<file path="config.mk">
export PLATFORM = sky130hd
export DESIGN_NAME = fsr_cmd_core
export DESIGN_NICKNAME = d
export VERILOG_FILES = /design/src/inc/fsr_pkg.sv /design/src/rtl/fsr_cmd_core.sv
export SDC_FILE = /design/constraint.sdc
export NUM_CORES = 1
export LEC_CHECK = 0
export BUFFER_PORTS_ARGS = -buffer_cell sky130_fd_sc_hd__buf_2
export CORE_MARGIN = 2
export CORE_UTILIZATION = 30
export DETAILED_ROUTE_END_ITERATION = 16
export RECOVER_POWER = 100
export SLEW_MARGIN = 0
export SYNTH_ARGS = -nofsm -noshare
export SYNTH_HDL_FRONTEND = slang
export SYNTH_SLANG_ARGS = --single-unit
</file>
<file path="constraint.sdc">
create_clock -name clock -period 3.92 [get_ports clock]
set_input_delay 0.392 -clock clock [delete_from_list [all_inputs] [get_ports clock]]
set_output_delay 0.392 -clock clock [all_outputs]
set_load 0.03 [all_outputs]
</file>
<file path="src/inc/fsr_pkg.sv">
// Constants and carrier types for the flash status and read command block
package fsr_pkg;
	// Opcodes
	localparam logic [7:0] OP_WREN     = 8'h06;
	localparam logic [7:0] OP_VOL_WREN = 8'h50;
	localparam logic [7:0] OP_WRDI     = 8'h04;
	localparam logic [7:0] OP_RDSR1    = 8'h05;
	localparam logic [7:0] OP_RDSR2    = 8'h35;
	localparam logic [7:0] OP_RDSR3    = 8'h15;
	localparam logic [7:0] OP_WRSR1    = 8'h01;
	localparam logic [7:0] OP_WRSR2    = 8'h31;
	localparam logic [7:0] OP_WRSR3    = 8'h11;
	localparam logic [7:0] OP_READ     = 8'h03;
	localparam logic [7:0] OP_FAST     = 8'h0b;
	// Bit counts of the serial frame
	localparam logic [4:0] OPC_BITS  = 5'h08;
	localparam logic [4:0] ADDR_BITS = 5'h18;
	localparam logic [4:0] BYTE_BITS = 5'h08;
	localparam logic [4:0] WORD_BITS = 5'h10;
	localparam logic [4:0] STEP_SPI  = 5'h01;
	localparam logic [4:0] STEP_QUAD = 5'h04;
	// Dummy clocks: standard mode fixed, quad mode 2 + 2 * parameter
	localparam logic [3:0] DUMMY_SPI  = 4'h8;
	localparam logic [3:0] DUMMY_BASE = 4'h2;
	// Status word layout (register three : two : one)
	localparam int BIT_BUSY = 0;
	localparam int BIT_WEL  = 1;
	localparam logic [23:0] WRITABLE_MASK = 24'he07bfc;
	localparam logic [23:0] OTP_MASK      = 24'h003900;
	localparam logic [23:0] QE_MASK       = 24'h000200;
	localparam logic [23:0] SR1_MASK      = 24'h0000ff;
	localparam logic [23:0] SR2_MASK      = 24'h00ff00;
	localparam logic [23:0] SR3_MASK      = 24'hff0000;
	localparam logic [23:0] NV_RESET      = 24'h000000;
	localparam logic [1:0]  PARAM_RESET   = 2'h0;
	// Timing
	localparam int CLK_PERIOD_NS       = 10;
	localparam int WRITE_CYCLE_TIME_US = 5;
	localparam int WRITE_CYCLES        = WRITE_CYCLE_TIME_US * 1000 / CLK_PERIOD_NS;
	localparam int REFRESH_TIME_NS     = 50;
	localparam int REFRESH_CYCLES_RAW  = REFRESH_TIME_NS / CLK_PERIOD_NS;
	localparam int REFRESH_CYCLES      = (REFRESH_CYCLES_RAW < 1) ? 1 : REFRESH_CYCLES_RAW;
	// Pins from the host, sampled together
	typedef struct packed {
		logic       csN;
		logic       sclk;
		logic [3:0] io;
	} fsr_pins_s;
endpackage

</file>
<file path="src/rtl/fsr_cmd_core.sv">
// Serial flash instruction handler: write latch, status access and reads
`timescale 1ns/1ps
`default_nettype none
module fsr_cmd_core #(
	parameter int unsigned WRITE_CYCLES = fsr_pkg::WRITE_CYCLES
) (
	// Clock and reset
	input  wire logic              clock,
	input  wire logic              nrst,
	// Host pins (io[0] is serial_in); enables are active low
	input  wire fsr_pkg::fsr_pins_s pins,
	output logic [3:0]             ioOut,
	output logic [3:0]             ioOeN,
	// Mode and configuration from neighbouring logic
	input  wire logic              quadMode,
	input  wire logic              readParamLoad,
	input  wire logic [1:0]        readParamIn,
	input  wire logic              resetCmd,
	// Memory array read port, data valid one clock after address
	output logic [23:0]            memAddr,
	input  wire logic [7:0]        memRdData,
	// Program and erase engine
	input  wire logic              extBusy,
	input  wire logic              extDone,
	// Status word including busy and write latch flag
	output logic [23:0]            statusWord
);
	typedef enum logic [2:0] {ST_OPC, ST_ADDR, ST_DUMMY, ST_OUT, ST_WRD, ST_IGN} fsr_state_e;

	// Masked status merge honouring one-time and quad-mode locks
	function automatic logic [23:0] mergeStatus(input logic [23:0] old, input logic [23:0] val,
		input logic [23:0] mask, input logic quad);
		logic [23:0] wmask;
		// Read-only positions (busy, latch, reserved) never follow the data
		wmask = mask & fsr_pkg::WRITABLE_MASK & ~(quad ? fsr_pkg::QE_MASK : 24'h000000);
		return (old & ~wmask) | (val & wmask) | (old & fsr_pkg::OTP_MASK);
	endfunction

	// Synchroniser stages: stage one feeds stage two only
	fsr_pkg::fsr_pins_s pinS1;
	fsr_pkg::fsr_pins_s pinS2;
	fsr_pkg::fsr_pins_s pinS3;    // Delayed copy for edge detection
	fsr_state_e         state;
	logic [23:0]        sh;       // Input shift register
	logic [4:0]         cnt;      // Bits received in this phase
	logic [3:0]         dummyCnt; // Remaining dummy clocks
	logic [7:0]         outSh;    // Output shift register
	logic [3:0]         outCnt;   // Bits left in the current byte
	logic               isStatus; // Output source is a status byte
	logic [1:0]         srSel;    // Status register being read
	logic               isFast;
	logic               write_latch_flag;
	logic               volEn;    // Volatile write enable pending
	logic               wrPend;   // Status write opcode accepted
	logic               wrVol;
	logic [23:0]        wrMask;   // Registers addressed by the write
	logic [7:0]         wrLo;
	logic [7:0]         wrHi;
	logic [1:0]         wrBytes;
	logic [23:0]        nvSr;     // Stored copy
	logic [23:0]        activeSr; // Copy in force
	logic [23:0]        pendVal;  // Value waiting for its cycle end
	logic [19:0]        busyCnt;
	logic [3:0]         refreshCnt;
	logic [1:0]         readParam;

	// Edge and frame decode
	wire        sclkRise  = pinS2.sclk & ~pinS3.sclk;
	wire        sclkFall  = ~pinS2.sclk & pinS3.sclk;
	wire        csHigh    = pinS2.csN;
	wire        csRise    = pinS2.csN & ~pinS3.csN;
	wire [4:0]  step      = quadMode ? fsr_pkg::STEP_QUAD : fsr_pkg::STEP_SPI;
	wire [4:0]  cntNext   = cnt + step;
	wire [23:0] shNext    = quadMode ? {sh[19:0], pinS2.io} : {sh[22:0], pinS2.io[0]};
	wire [7:0]  opcode    = shNext[7:0];
	wire        busyNow   = (busyCnt != 20'h00000) | extBusy;
	wire        rise      = sclkRise & ~csHigh;
	wire        opcDone   = rise & (state == ST_OPC) & (cntNext == fsr_pkg::OPC_BITS);
	wire        addrDone  = rise & (state == ST_ADDR) & (cntNext == fsr_pkg::ADDR_BITS);
	wire        isRdsr    = (opcode == fsr_pkg::OP_RDSR1) | (opcode == fsr_pkg::OP_RDSR2)
		| (opcode == fsr_pkg::OP_RDSR3);
	wire        isWrsr    = (opcode == fsr_pkg::OP_WRSR1) | (opcode == fsr_pkg::OP_WRSR2)
		| (opcode == fsr_pkg::OP_WRSR3);
	wire        wrsrOk    = isWrsr & ~busyNow & (write_latch_flag | volEn);
	wire        readOk    = ((opcode == fsr_pkg::OP_READ) & ~quadMode
		| (opcode == fsr_pkg::OP_FAST)) & ~busyNow;
	wire [1:0]  selOfOpc  = (opcode == fsr_pkg::OP_RDSR2) ? 2'h1
		: (opcode == fsr_pkg::OP_RDSR3) ? 2'h2 : 2'h0;
	wire [23:0] maskOfOpc = (opcode == fsr_pkg::OP_WRSR2) ? fsr_pkg::SR2_MASK
		: (opcode == fsr_pkg::OP_WRSR3) ? fsr_pkg::SR3_MASK : fsr_pkg::SR1_MASK;
	// Legacy two-byte write widens the mask to registers one and two
	wire [23:0] fullMask  = (wrBytes == 2'h2) ? (fsr_pkg::SR1_MASK | fsr_pkg::SR2_MASK) : wrMask;
	wire [23:0] wrData    = (wrMask == fsr_pkg::SR1_MASK) ? {8'h00, wrHi, wrLo} : {wrLo, wrLo, wrLo};
	wire [23:0] merged    = mergeStatus(activeSr, wrData, fullMask, quadMode);
	wire        commit    = csRise & wrPend & (wrBytes != 2'h0);
	wire [23:0] curStatus = {activeSr[23:2], write_latch_flag, busyNow};
	wire [7:0]  srByte    = (srSel == 2'h1) ? statusWord[15:8]
		: (srSel == 2'h2) ? statusWord[23:16] : statusWord[7:0];
	wire [7:0]  nextByte  = isStatus ? srByte : memRdData;
	wire [3:0]  dummyLoad = quadMode ? fsr_pkg::DUMMY_BASE + {1'b0, readParam, 1'b0}
		: fsr_pkg::DUMMY_SPI;
	wire        nvEnd     = busyCnt == 20'h00001;
	wire        volEnd    = refreshCnt == 4'h1;

	// Two-flop synchroniser plus one delay stage for edges
	always_ff @(posedge clock) begin
		pinS1 <= pins;
		pinS2 <= pinS1;
		pinS3 <= pinS2;
	end

	// Frame sequencer: opcode, address, dummy, data phases
	always_ff @(posedge clock) begin
		if (!nrst || csHigh) begin
			state <= ST_OPC;
			cnt <= 5'h00;
		end else if (rise) begin
			cnt <= cntNext;
			unique case (state)
				ST_OPC: begin
					if (cntNext == fsr_pkg::OPC_BITS) begin
						cnt <= 5'h00;
						if (isRdsr) begin
							state <= ST_OUT;
						end else if (wrsrOk) begin
							state <= ST_WRD;
						end else if (readOk) begin
							state <= ST_ADDR;
						end else begin
							state <= ST_IGN;
						end
					end
				end
				ST_ADDR: begin
					if (cntNext == fsr_pkg::ADDR_BITS) begin
						state <= isFast ? ST_DUMMY : ST_OUT;
					end
				end
				ST_DUMMY: begin
					if (dummyCnt == 4'h1) begin
						state <= ST_OUT;
					end
				end
				ST_WRD: begin
					if (cntNext == fsr_pkg::WORD_BITS) begin // Bits past sixteen are dropped
						state <= ST_IGN;
					end
				end
				ST_OUT, ST_IGN: begin
					cnt <= cnt;
				end
			endcase
		end
	end

	// Input shift register and per-command context
	always_ff @(posedge clock) begin
		if (!nrst) begin
			sh <= 24'h000000;
			isStatus <= 1'b0;
			srSel <= 2'h0;
			isFast <= 1'b0;
			dummyCnt <= 4'h0;
		end else if (rise) begin
			sh <= shNext;
			if (opcDone) begin
				isStatus <= isRdsr;
				srSel <= selOfOpc;
				isFast <= opcode == fsr_pkg::OP_FAST;
				dummyCnt <= dummyLoad;
			end else if (state == ST_DUMMY) begin
				dummyCnt <= dummyCnt - 4'h1;
			end
		end
	end

	// Output shifter: a new byte on the fall after each byte ends
	always_ff @(posedge clock) begin
		if (!nrst || csHigh) begin
			ioOut <= 4'h0;
			ioOeN <= 4'hf;
			outSh <= 8'h00;
			outCnt <= 4'h0;
		end else if (sclkFall && state == ST_OUT) begin
			ioOeN <= quadMode ? 4'h0 : 4'hd;
			if (outCnt == 4'h0) begin
				// Status bytes repeat; array bytes advance
				ioOut <= quadMode ? nextByte[7:4] : {2'h0, nextByte[7], 1'b0};
				outSh <= nextByte << step[2:0];
				outCnt <= 4'h8 - step[3:0];
			end else begin
				ioOut <= quadMode ? outSh[7:4] : {2'h0, outSh[7], 1'b0};
				outSh <= outSh << step[2:0];
				outCnt <= outCnt - step[3:0];
			end
		end
	end

	// Array address: loaded from the frame, bumped per byte taken
	always_ff @(posedge clock) begin
		if (!nrst) begin
			memAddr <= 24'h000000;
		end else if (addrDone) begin
			memAddr <= shNext;
		end else if (sclkFall && !csHigh && state == ST_OUT && !isStatus && outCnt == 4'h0) begin
			memAddr <= memAddr + 24'h000001;
		end
	end

	// Status write capture; write context dies with the frame
	always_ff @(posedge clock) begin
		if (!nrst || csRise) begin
			wrPend <= 1'b0;
			wrBytes <= 2'h0;
			wrVol <= 1'b0;
			wrMask <= fsr_pkg::SR1_MASK;
			wrLo <= 8'h00;
			wrHi <= 8'h00;
		end else if (opcDone && wrsrOk) begin
			wrPend <= 1'b1;
			wrVol <= ~write_latch_flag;
			wrMask <= maskOfOpc;
		end else if (rise && state == ST_WRD) begin
			if (cntNext == fsr_pkg::BYTE_BITS) begin
				wrLo <= shNext[7:0];
				wrBytes <= 2'h1;
			end else if (cntNext == fsr_pkg::WORD_BITS && wrMask == fsr_pkg::SR1_MASK) begin
				wrHi <= shNext[7:0];
				wrBytes <= 2'h2;
			end
		end
	end

	// Write latch flag and volatile enable; sets come last and win
	always_ff @(posedge clock) begin
		if (!nrst) begin
			write_latch_flag <= 1'b0;
			volEn <= 1'b0;
		end else begin
			if (nvEnd || extDone || resetCmd) begin
				write_latch_flag <= 1'b0;
			end
			if (opcDone) begin
				volEn <= 1'b0;
				if (opcode == fsr_pkg::OP_WRDI && !busyNow) begin
					write_latch_flag <= 1'b0;
				end
				if (opcode == fsr_pkg::OP_WREN && !busyNow) begin
					write_latch_flag <= 1'b1;
				end
				if (opcode == fsr_pkg::OP_VOL_WREN && !busyNow) begin
					volEn <= 1'b1;
				end
			end
		end
	end

	// Timed write cycle and volatile refresh
	always_ff @(posedge clock) begin
		if (!nrst || resetCmd) begin
			busyCnt <= 20'h00000;
			refreshCnt <= 4'h0;
			pendVal <= fsr_pkg::NV_RESET;
		end else if (commit) begin
			pendVal <= merged;
			if (wrVol) begin
				refreshCnt <= 4'(fsr_pkg::REFRESH_CYCLES);
			end else begin
				busyCnt <= 20'(WRITE_CYCLES);
			end
		end else begin
			if (busyCnt != 20'h00000) begin
				busyCnt <= busyCnt - 20'h00001;
			end
			if (refreshCnt != 4'h0) begin
				refreshCnt <= refreshCnt - 4'h1;
			end
		end
	end

	// Stored and active status copies; reset reloads the stored one
	always_ff @(posedge clock) begin
		if (!nrst) begin
			nvSr <= fsr_pkg::NV_RESET;
			activeSr <= fsr_pkg::NV_RESET;
		end else if (resetCmd) begin
			activeSr <= nvSr;
		end else if (nvEnd) begin
			nvSr <= pendVal;
			activeSr <= pendVal;
		end else if (volEnd) begin
			activeSr <= pendVal;
		end
	end

	// Read parameter for quad-mode dummy count
	always_ff @(posedge clock) begin
		if (!nrst || resetCmd) begin
			readParam <= fsr_pkg::PARAM_RESET;
		end else if (readParamLoad) begin
			readParam <= readParamIn;
		end
	end

	// Registered status word for reads and for the outside
	always_ff @(posedge clock) begin
		if (!nrst) begin
			statusWord <= fsr_pkg::NV_RESET;
		end else begin
			statusWord <= curStatus;
		end
	end
endmodule
`default_nettype wire

</file>
Word level (Yosys, flattened, before mapping)

Cells that the tools add are included.

Bitwise operators: 39
Equality and inequality tests: 32
Shift operators: 2
Reductions and logical operators: 43
Mux-type cells: 50
Add/subtract/negate cells: 8

Operators by type and width:

| kind                    | number |
|---|---|
| $mux W24                | 10 |
| $and A24 B24 Y24        | 3 |
| $mux W20                | 3 |
| $mux W4                 | 11 |
| $mux W8                 | 4 |
| $add A24 B1 Y24 const B | 1 |
| $eq A24 B8 Y1 const B   | 1 |
| $eq A8 B3 Y1 const B    | 3 |
| $mux W3                 | 8 |
| $not A10 Y24            | 1 |
| $not A24 Y24            | 1 |
| $or A24 B14 Y24         | 1 |
| $or A24 B24 Y24         | 1 |
| $eq A20 B1 Y1 const B   | 1 |
| $reduce_bool A20 Y1     | 1 |
| $sub A20 B1 Y20 const B | 1 |
| $eq A8 B5 Y1 const B    | 2 |
| $eq A8 B6 Y1 const B    | 2 |
| $shl A8 B3 Y8           | 2 |
| $and A1 B1 Y1           | 14 |
| $pmux W3 S4             | 1 |
| $reduce_and A2 Y1       | 6 |
| $reduce_bool A2 Y1      | 6 |
| $logic_and A1 B1 Y1     | 11 |
| 36 further kinds        | 79 |

Output and inout port bits: 56
Flip-flop bits (word level): 265
Input port bits: 23
Word-level logic and storage cells: 209

Depth between registers and ports, before layout

Depth after elaboration: 10
Mapped depth: 12
Depth with buffers taken out: 8

Worst setup path before layout

Ideal clock, no wire load.

Path kind: input to register
Start point: in quadMode
End point: reg wrMask[7]
Buffers on the path: 2
Required time: 3.800 ns
Setup slack: 0.476 ns
Data arrival time: 3.324 ns
Setup time: 0.120 ns
Stages on the path: 10
Cells stage by stage: clkbuf_1 clkbuf_1 inv_1 ha_1 ha_1 xnor2_1 nand4_1 nor3_1 nand3_1 a211o_1

Elaborated cells on any way between the ends: 15
Those cells by class: 1 x add/sub; 4 x eq/ne; 4 x mux; 5 x bitwise; 1 x reduce/logical

RTL lines:

| element              | line                | RTL |
|---|---|---|
| start, declared      | fsr_cmd_core.sv:15  | `input wire logic quadMode,` |
| $mux W3              | fsr_cmd_core.sv:72  | `wire [4:0] step = quadMode ? fsr_pkg::STEP_QUAD : fsr_pkg::STEP_SPI;` |
| via step[0]          | fsr_cmd_core.sv:72  |  |
| $add A5 B3 Y5        | fsr_cmd_core.sv:73  | `wire [4:0] cntNext = cnt + step;` |
| $eq A5 B4 Y1         | fsr_cmd_core.sv:78  | `wire opcDone = rise & (state == ST_OPC) & (cntNext == fsr_pkg::OPC_BITS);` |
| $and A1 B1 Y1        | fsr_cmd_core.sv:78  |  |
| $logic_and A1 B1 Y1  | fsr_cmd_core.sv:219 | `end else if (opcDone && wrsrOk) begin` |
| end signal, assigned | fsr_cmd_core.sv:216 | `wrMask <= fsr_pkg::SR1_MASK;` |
| end signal, assigned | fsr_cmd_core.sv:222 | `wrMask <= maskOfOpc;` |
| end, declared        | fsr_cmd_core.sv:56  | `logic [23:0] wrMask;` |

The timed path passes the listed nets, and every way through them passes these cells.
A chain may end at the register's enable or synchronous reset.

Final worst setup path

Start point: reg busyCnt[4]
End point: reg wrMask[7]

Cells in the longest elaborated chain, start to end: 6

RTL lines:

| element                     | line                | RTL |
|---|---|---|
| start, declared             | fsr_cmd_core.sv:63  | `logic [19:0] busyCnt;` |
| start signal, assigned      | fsr_cmd_core.sv:269 | `busyCnt <= 20'(WRITE_CYCLES);` |
| start signal, assigned      | fsr_cmd_core.sv:273 | `busyCnt <= busyCnt - 20'h00001;` |
| $reduce_bool A20 Y1         | fsr_cmd_core.sv:76  | `wire busyNow = (busyCnt != 20'h00000) \| extBusy;` |
| $or A1 B1 Y1                | fsr_cmd_core.sv:76  |  |
| $not A1 Y1                  | fsr_cmd_core.sv:84  | `wire wrsrOk = isWrsr & ~busyNow & (write_latch_flag \| volEn);` |
| $and A1 B1 Y1 (2 in series) | fsr_cmd_core.sv:84  |  |
| $logic_and A1 B1 Y1         | fsr_cmd_core.sv:219 |  |

No other way between the ends.

==> metrics.txt <==
Worst-Skew Late Latency=0.56 ns; Slew HR=-38.4%; Critical Path End Type=register; Die Y=193 um; CTS tree=yes; initial antenna violation count=1; routed wire length=29.7 mm; most frequent CP cell=or4_1; largest net degree at the start of global routing=62; layout cell share with drive strength beyond 1=8.10%; Top Layer Used=met5; Worst Hold Class=primary input to register; final hold vios=0; status=finished, violations left; minimum clock period=3.35 ns; Total GRT Usage=15.7%; die area=37100 um^2; antenna diode count=0; sequential-to-total area share from yosys stat=43.9%; leakage power=4.30 nW; clk_skew=0.0344 ns; met3 routed WL=1.42 mm; Max VDD drop=0.325 mV; Slew @ Worst Pin=2.08 ns; first-pass GRT wire length=47.2 mm; Worst Hold Slack=0.0870 ns; RSZ-0062 raised after global routing=false; Area growth syn-to-layout=16.1%; Starting Density=30.2%; Buffers on Ports=78; core region area=35300 um^2; Buf+Inv Stages, Crit Path=0; failing checks=capacitance limit, slew limit; DRT iter0 DRCs=522; Synth Area per Inst=8.77 um^2; wire length on met1=13.6 mm; count of cell types in the netlist=66; post-layout util=35.1%; num rows=69; CTS root buf=clkbuf_16; max cap viols=1; Comb pwr share=25.4%; crit-path cells=or4_1, or4_1, nor3_1, nand3_1, a211o_1; Fill cells=3639; Worst Path Arrival=3.80 ns; P_int=4.74 mW; Post-route DRC=0; Worst Setup Start Kind=register; Worst path max stage delay=1.06 ns; Longest Clk Path Bufs=3; path type of the worst setup path=register to register; post-CTS sizing=0; sw frac=33.5%; synthesized area=10700 um^2; clock network power share=35.5%; worst-path fanout max=10; Post-Syn Nets=1257; Post-synth EDFFs=0; width of the die=193 um; asr flop ratio synth=0%; grt ovf=0; sw power=2.39 mW; Final Wtd Congestion=0.791; post-route ant nets=0; # nets final=1316; crit-path leading delay family=simple AND/OR/NAND/NOR gates; Clock transition at path regs=0.06 ns; Req. time, crit path=4.37 ns; final setup vio count=0; number of global-route vias before repair=8761; Tcrit/Tclk final=85.4%; register share of total power=39.0%; dpl cell area=11600 um^2; met2 routed WL=14.1 mm; setup TNS=0 ns; boundary pin count=79; H-tree levels=1; Pre-antenna DRT Iters=5; total CTS buffers=28; routed length per instance=16.9 um; Max Fclk=0.299 GHz; count of pins over their slew limit=27; Synth Instances=1218; dpl ws=0.796 ns; power per standard cell area=575 nW/um^2; vias per cell=5.26; Crit-path slowest cell=nor3_1; most common flop cell mapped by yosys=dfxtp_1; YS warnings=0; Post-DP HPWL=19.7 mm; total clock sinks=234; Final Worst Setup Slack=0.571 ns; via count=9255; post-route cell area=12400 um^2; flops & latches, synth=234
[cell usage in the layout, fill, tap and decap left out, types with 8 or more instances in the layout]
cell type and n:
a211o_1 8, a211oi_1 65, a21oi_1 99, a31oi_1 12
and2_0 13, and2_1 12, buf_2 19, buf_4 22
clkbuf_1 74, clkbuf_16 28, dfxtp_1 234, ha_1 16
inv_1 22, mux2i_1 99, nand2_1 116, nand2b_1 17
nand3_1 23, nand3b_1 8, nand4_1 13, nor2_1 108
nor3_1 53, nor4_1 17, o211ai_1 8, o21ai_0 31
o31ai_1 11, o32a_1 10, or3_1 12, or4_1 17
xnor2_1 9
[cell type report]
type	instances	area (um^2)	area share, %
Clock buffer	43	817	6.59
Clock inverter	7	76.3	0.616
Inverter	23	86.3	0.696
Multi-Input combinational cell	877	5590	45.1
Sequential cell	234	4680	37.8
Tap cell	461	577	4.65
Timing Repair Buffer	113	569	4.59
[state kept, by name, indices dropped and copies added (netlist names), 3 cells and up]
| signal | count |
|---|---|
| activeSr | 22 |
| busyCnt | 20 |
| cnt | 5 |
| dummyCnt | 4 |
| ioOut | 4 |
| memAddr | 24 |
| nvSr | 22 |
| outCnt | 4 |
| outSh | 8 |
| pendVal | 22 |
| pinS1 | 6 |
| pinS2 | 5 |
| refreshCnt | 4 |
| sh | 23 |
| state | 3 |
| statusWord | 24 |
| wrHi | 6 |
| wrLo | 8 |
| wrMask | 3 |
[power by group through the flow]
stage | clock (mW) | sequential, mW | combinational [mW]
global route | 2.69 | 2.81 | 2.00
detailed placement | 0 | 2.83 | 1.82
CTS | 2.59 | 2.78 | 1.83
global placement | 0 | 2.82 | 1.77
finish | 2.53 | 2.78 | 1.81
floorplan | 0 | 2.84 | 1.32
[final timing paths]
kind,from,to,slack (ns),cells after the start
hold / removal,readParamIn[0],readParam[0]$_SDFFE_PP0P_,0.09,3
setup / recovery,busyCnt[4]$_SDFFE_PP0P_,wrMask[7]$_SDFFE_PP1P_,0.57,5
hold reg to reg,pinS1[2]$_DFF_P_,pinS2[2]$_DFF_P_,0.32,0
setup reg to reg,busyCnt[4]$_SDFFE_PP0P_,wrMask[7]$_SDFFE_PP1P_,0.57,5
[Yosys cell counts (10+ instances only)]
| library cell | number | area share [%] |
|---|---|---|
| clkbuf_1 | 68 | 2.4 |
| nand4_1 | 13 | 0.76 |
| nor3_1 | 53 | 2.5 |
| o32a_1 | 10 | 0.94 |
| or3_1 | 12 | 0.70 |
| nand2b_1 | 17 | 1.0 |
| nand2_1 | 116 | 4.1 |
| nor2_1 | 109 | 3.8 |
| nor4_1 | 19 | 1.1 |
| a31oi_1 | 12 | 0.70 |
| mux2i_1 | 99 | 9.3 |
| a211oi_1 | 65 | 4.6 |
| or4_1 | 17 | 1.2 |
| nand3_1 | 23 | 1.1 |
| a21oi_1 | 99 | 4.6 |
| and2_1 | 24 | 1.4 |
| inv_1 | 22 | 0.77 |
| dfxtp_1 | 234 | 44 |
| o31ai_1 | 11 | 0.77 |
| ha_1 | 16 | 1.9 |
| o21ai_0 | 32 | 1.5 |
[layer usage]
layer | global-route usage (%) | vias to the layer above
met4 | 4.46 | 2
met5 | 0 | -
li1 | - | 4576
met1 | 20.9 | 4410
met2 | 26.3 | 216
met3 | 2.25 | 51
[stage by stage]
stage,power [mW],cells
after floorplan,4.16,1218
after global placement,4.59,1702
after detailed placement,4.65,1702
after CTS,7.20,1758
after global routing,7.50,1758
final,7.13,1758
[kinds of logic (layout without fill, tap and decap cells)]
kind of cell | after synthesis | in the layout | share of synthesized area, %
AOI/OAI and AO/OA | 293 | 293 | 18.3
and+or+nand+nor | 449 | 449 | 21.0
buffers and inverters | 107 | 186 | 3.91
adders and majority gates | 16 | 16 | 1.88
DFF | 234 | 234 | 43.9
muxes | 105 | 105 | 9.91
xor gates and xnor gates | 14 | 14 | 1.15
[worst register-to-register path, stage by stage (launching register included)]
cell and delay [ns]:
dfxtp_1 0.34, or4_1 0.64, or4_1 0.62, nor3_1 1.06, nand3_1 0.26, a211o_1 0.35
[repair_timing]
item                       in CTS  in global routing
setup buffers                   0                  0
hold buffers                    6                  0
setup endpoints to repair       0                  0
hold endpoints to repair        6                  0
Power figures use the tool's default switching activity.
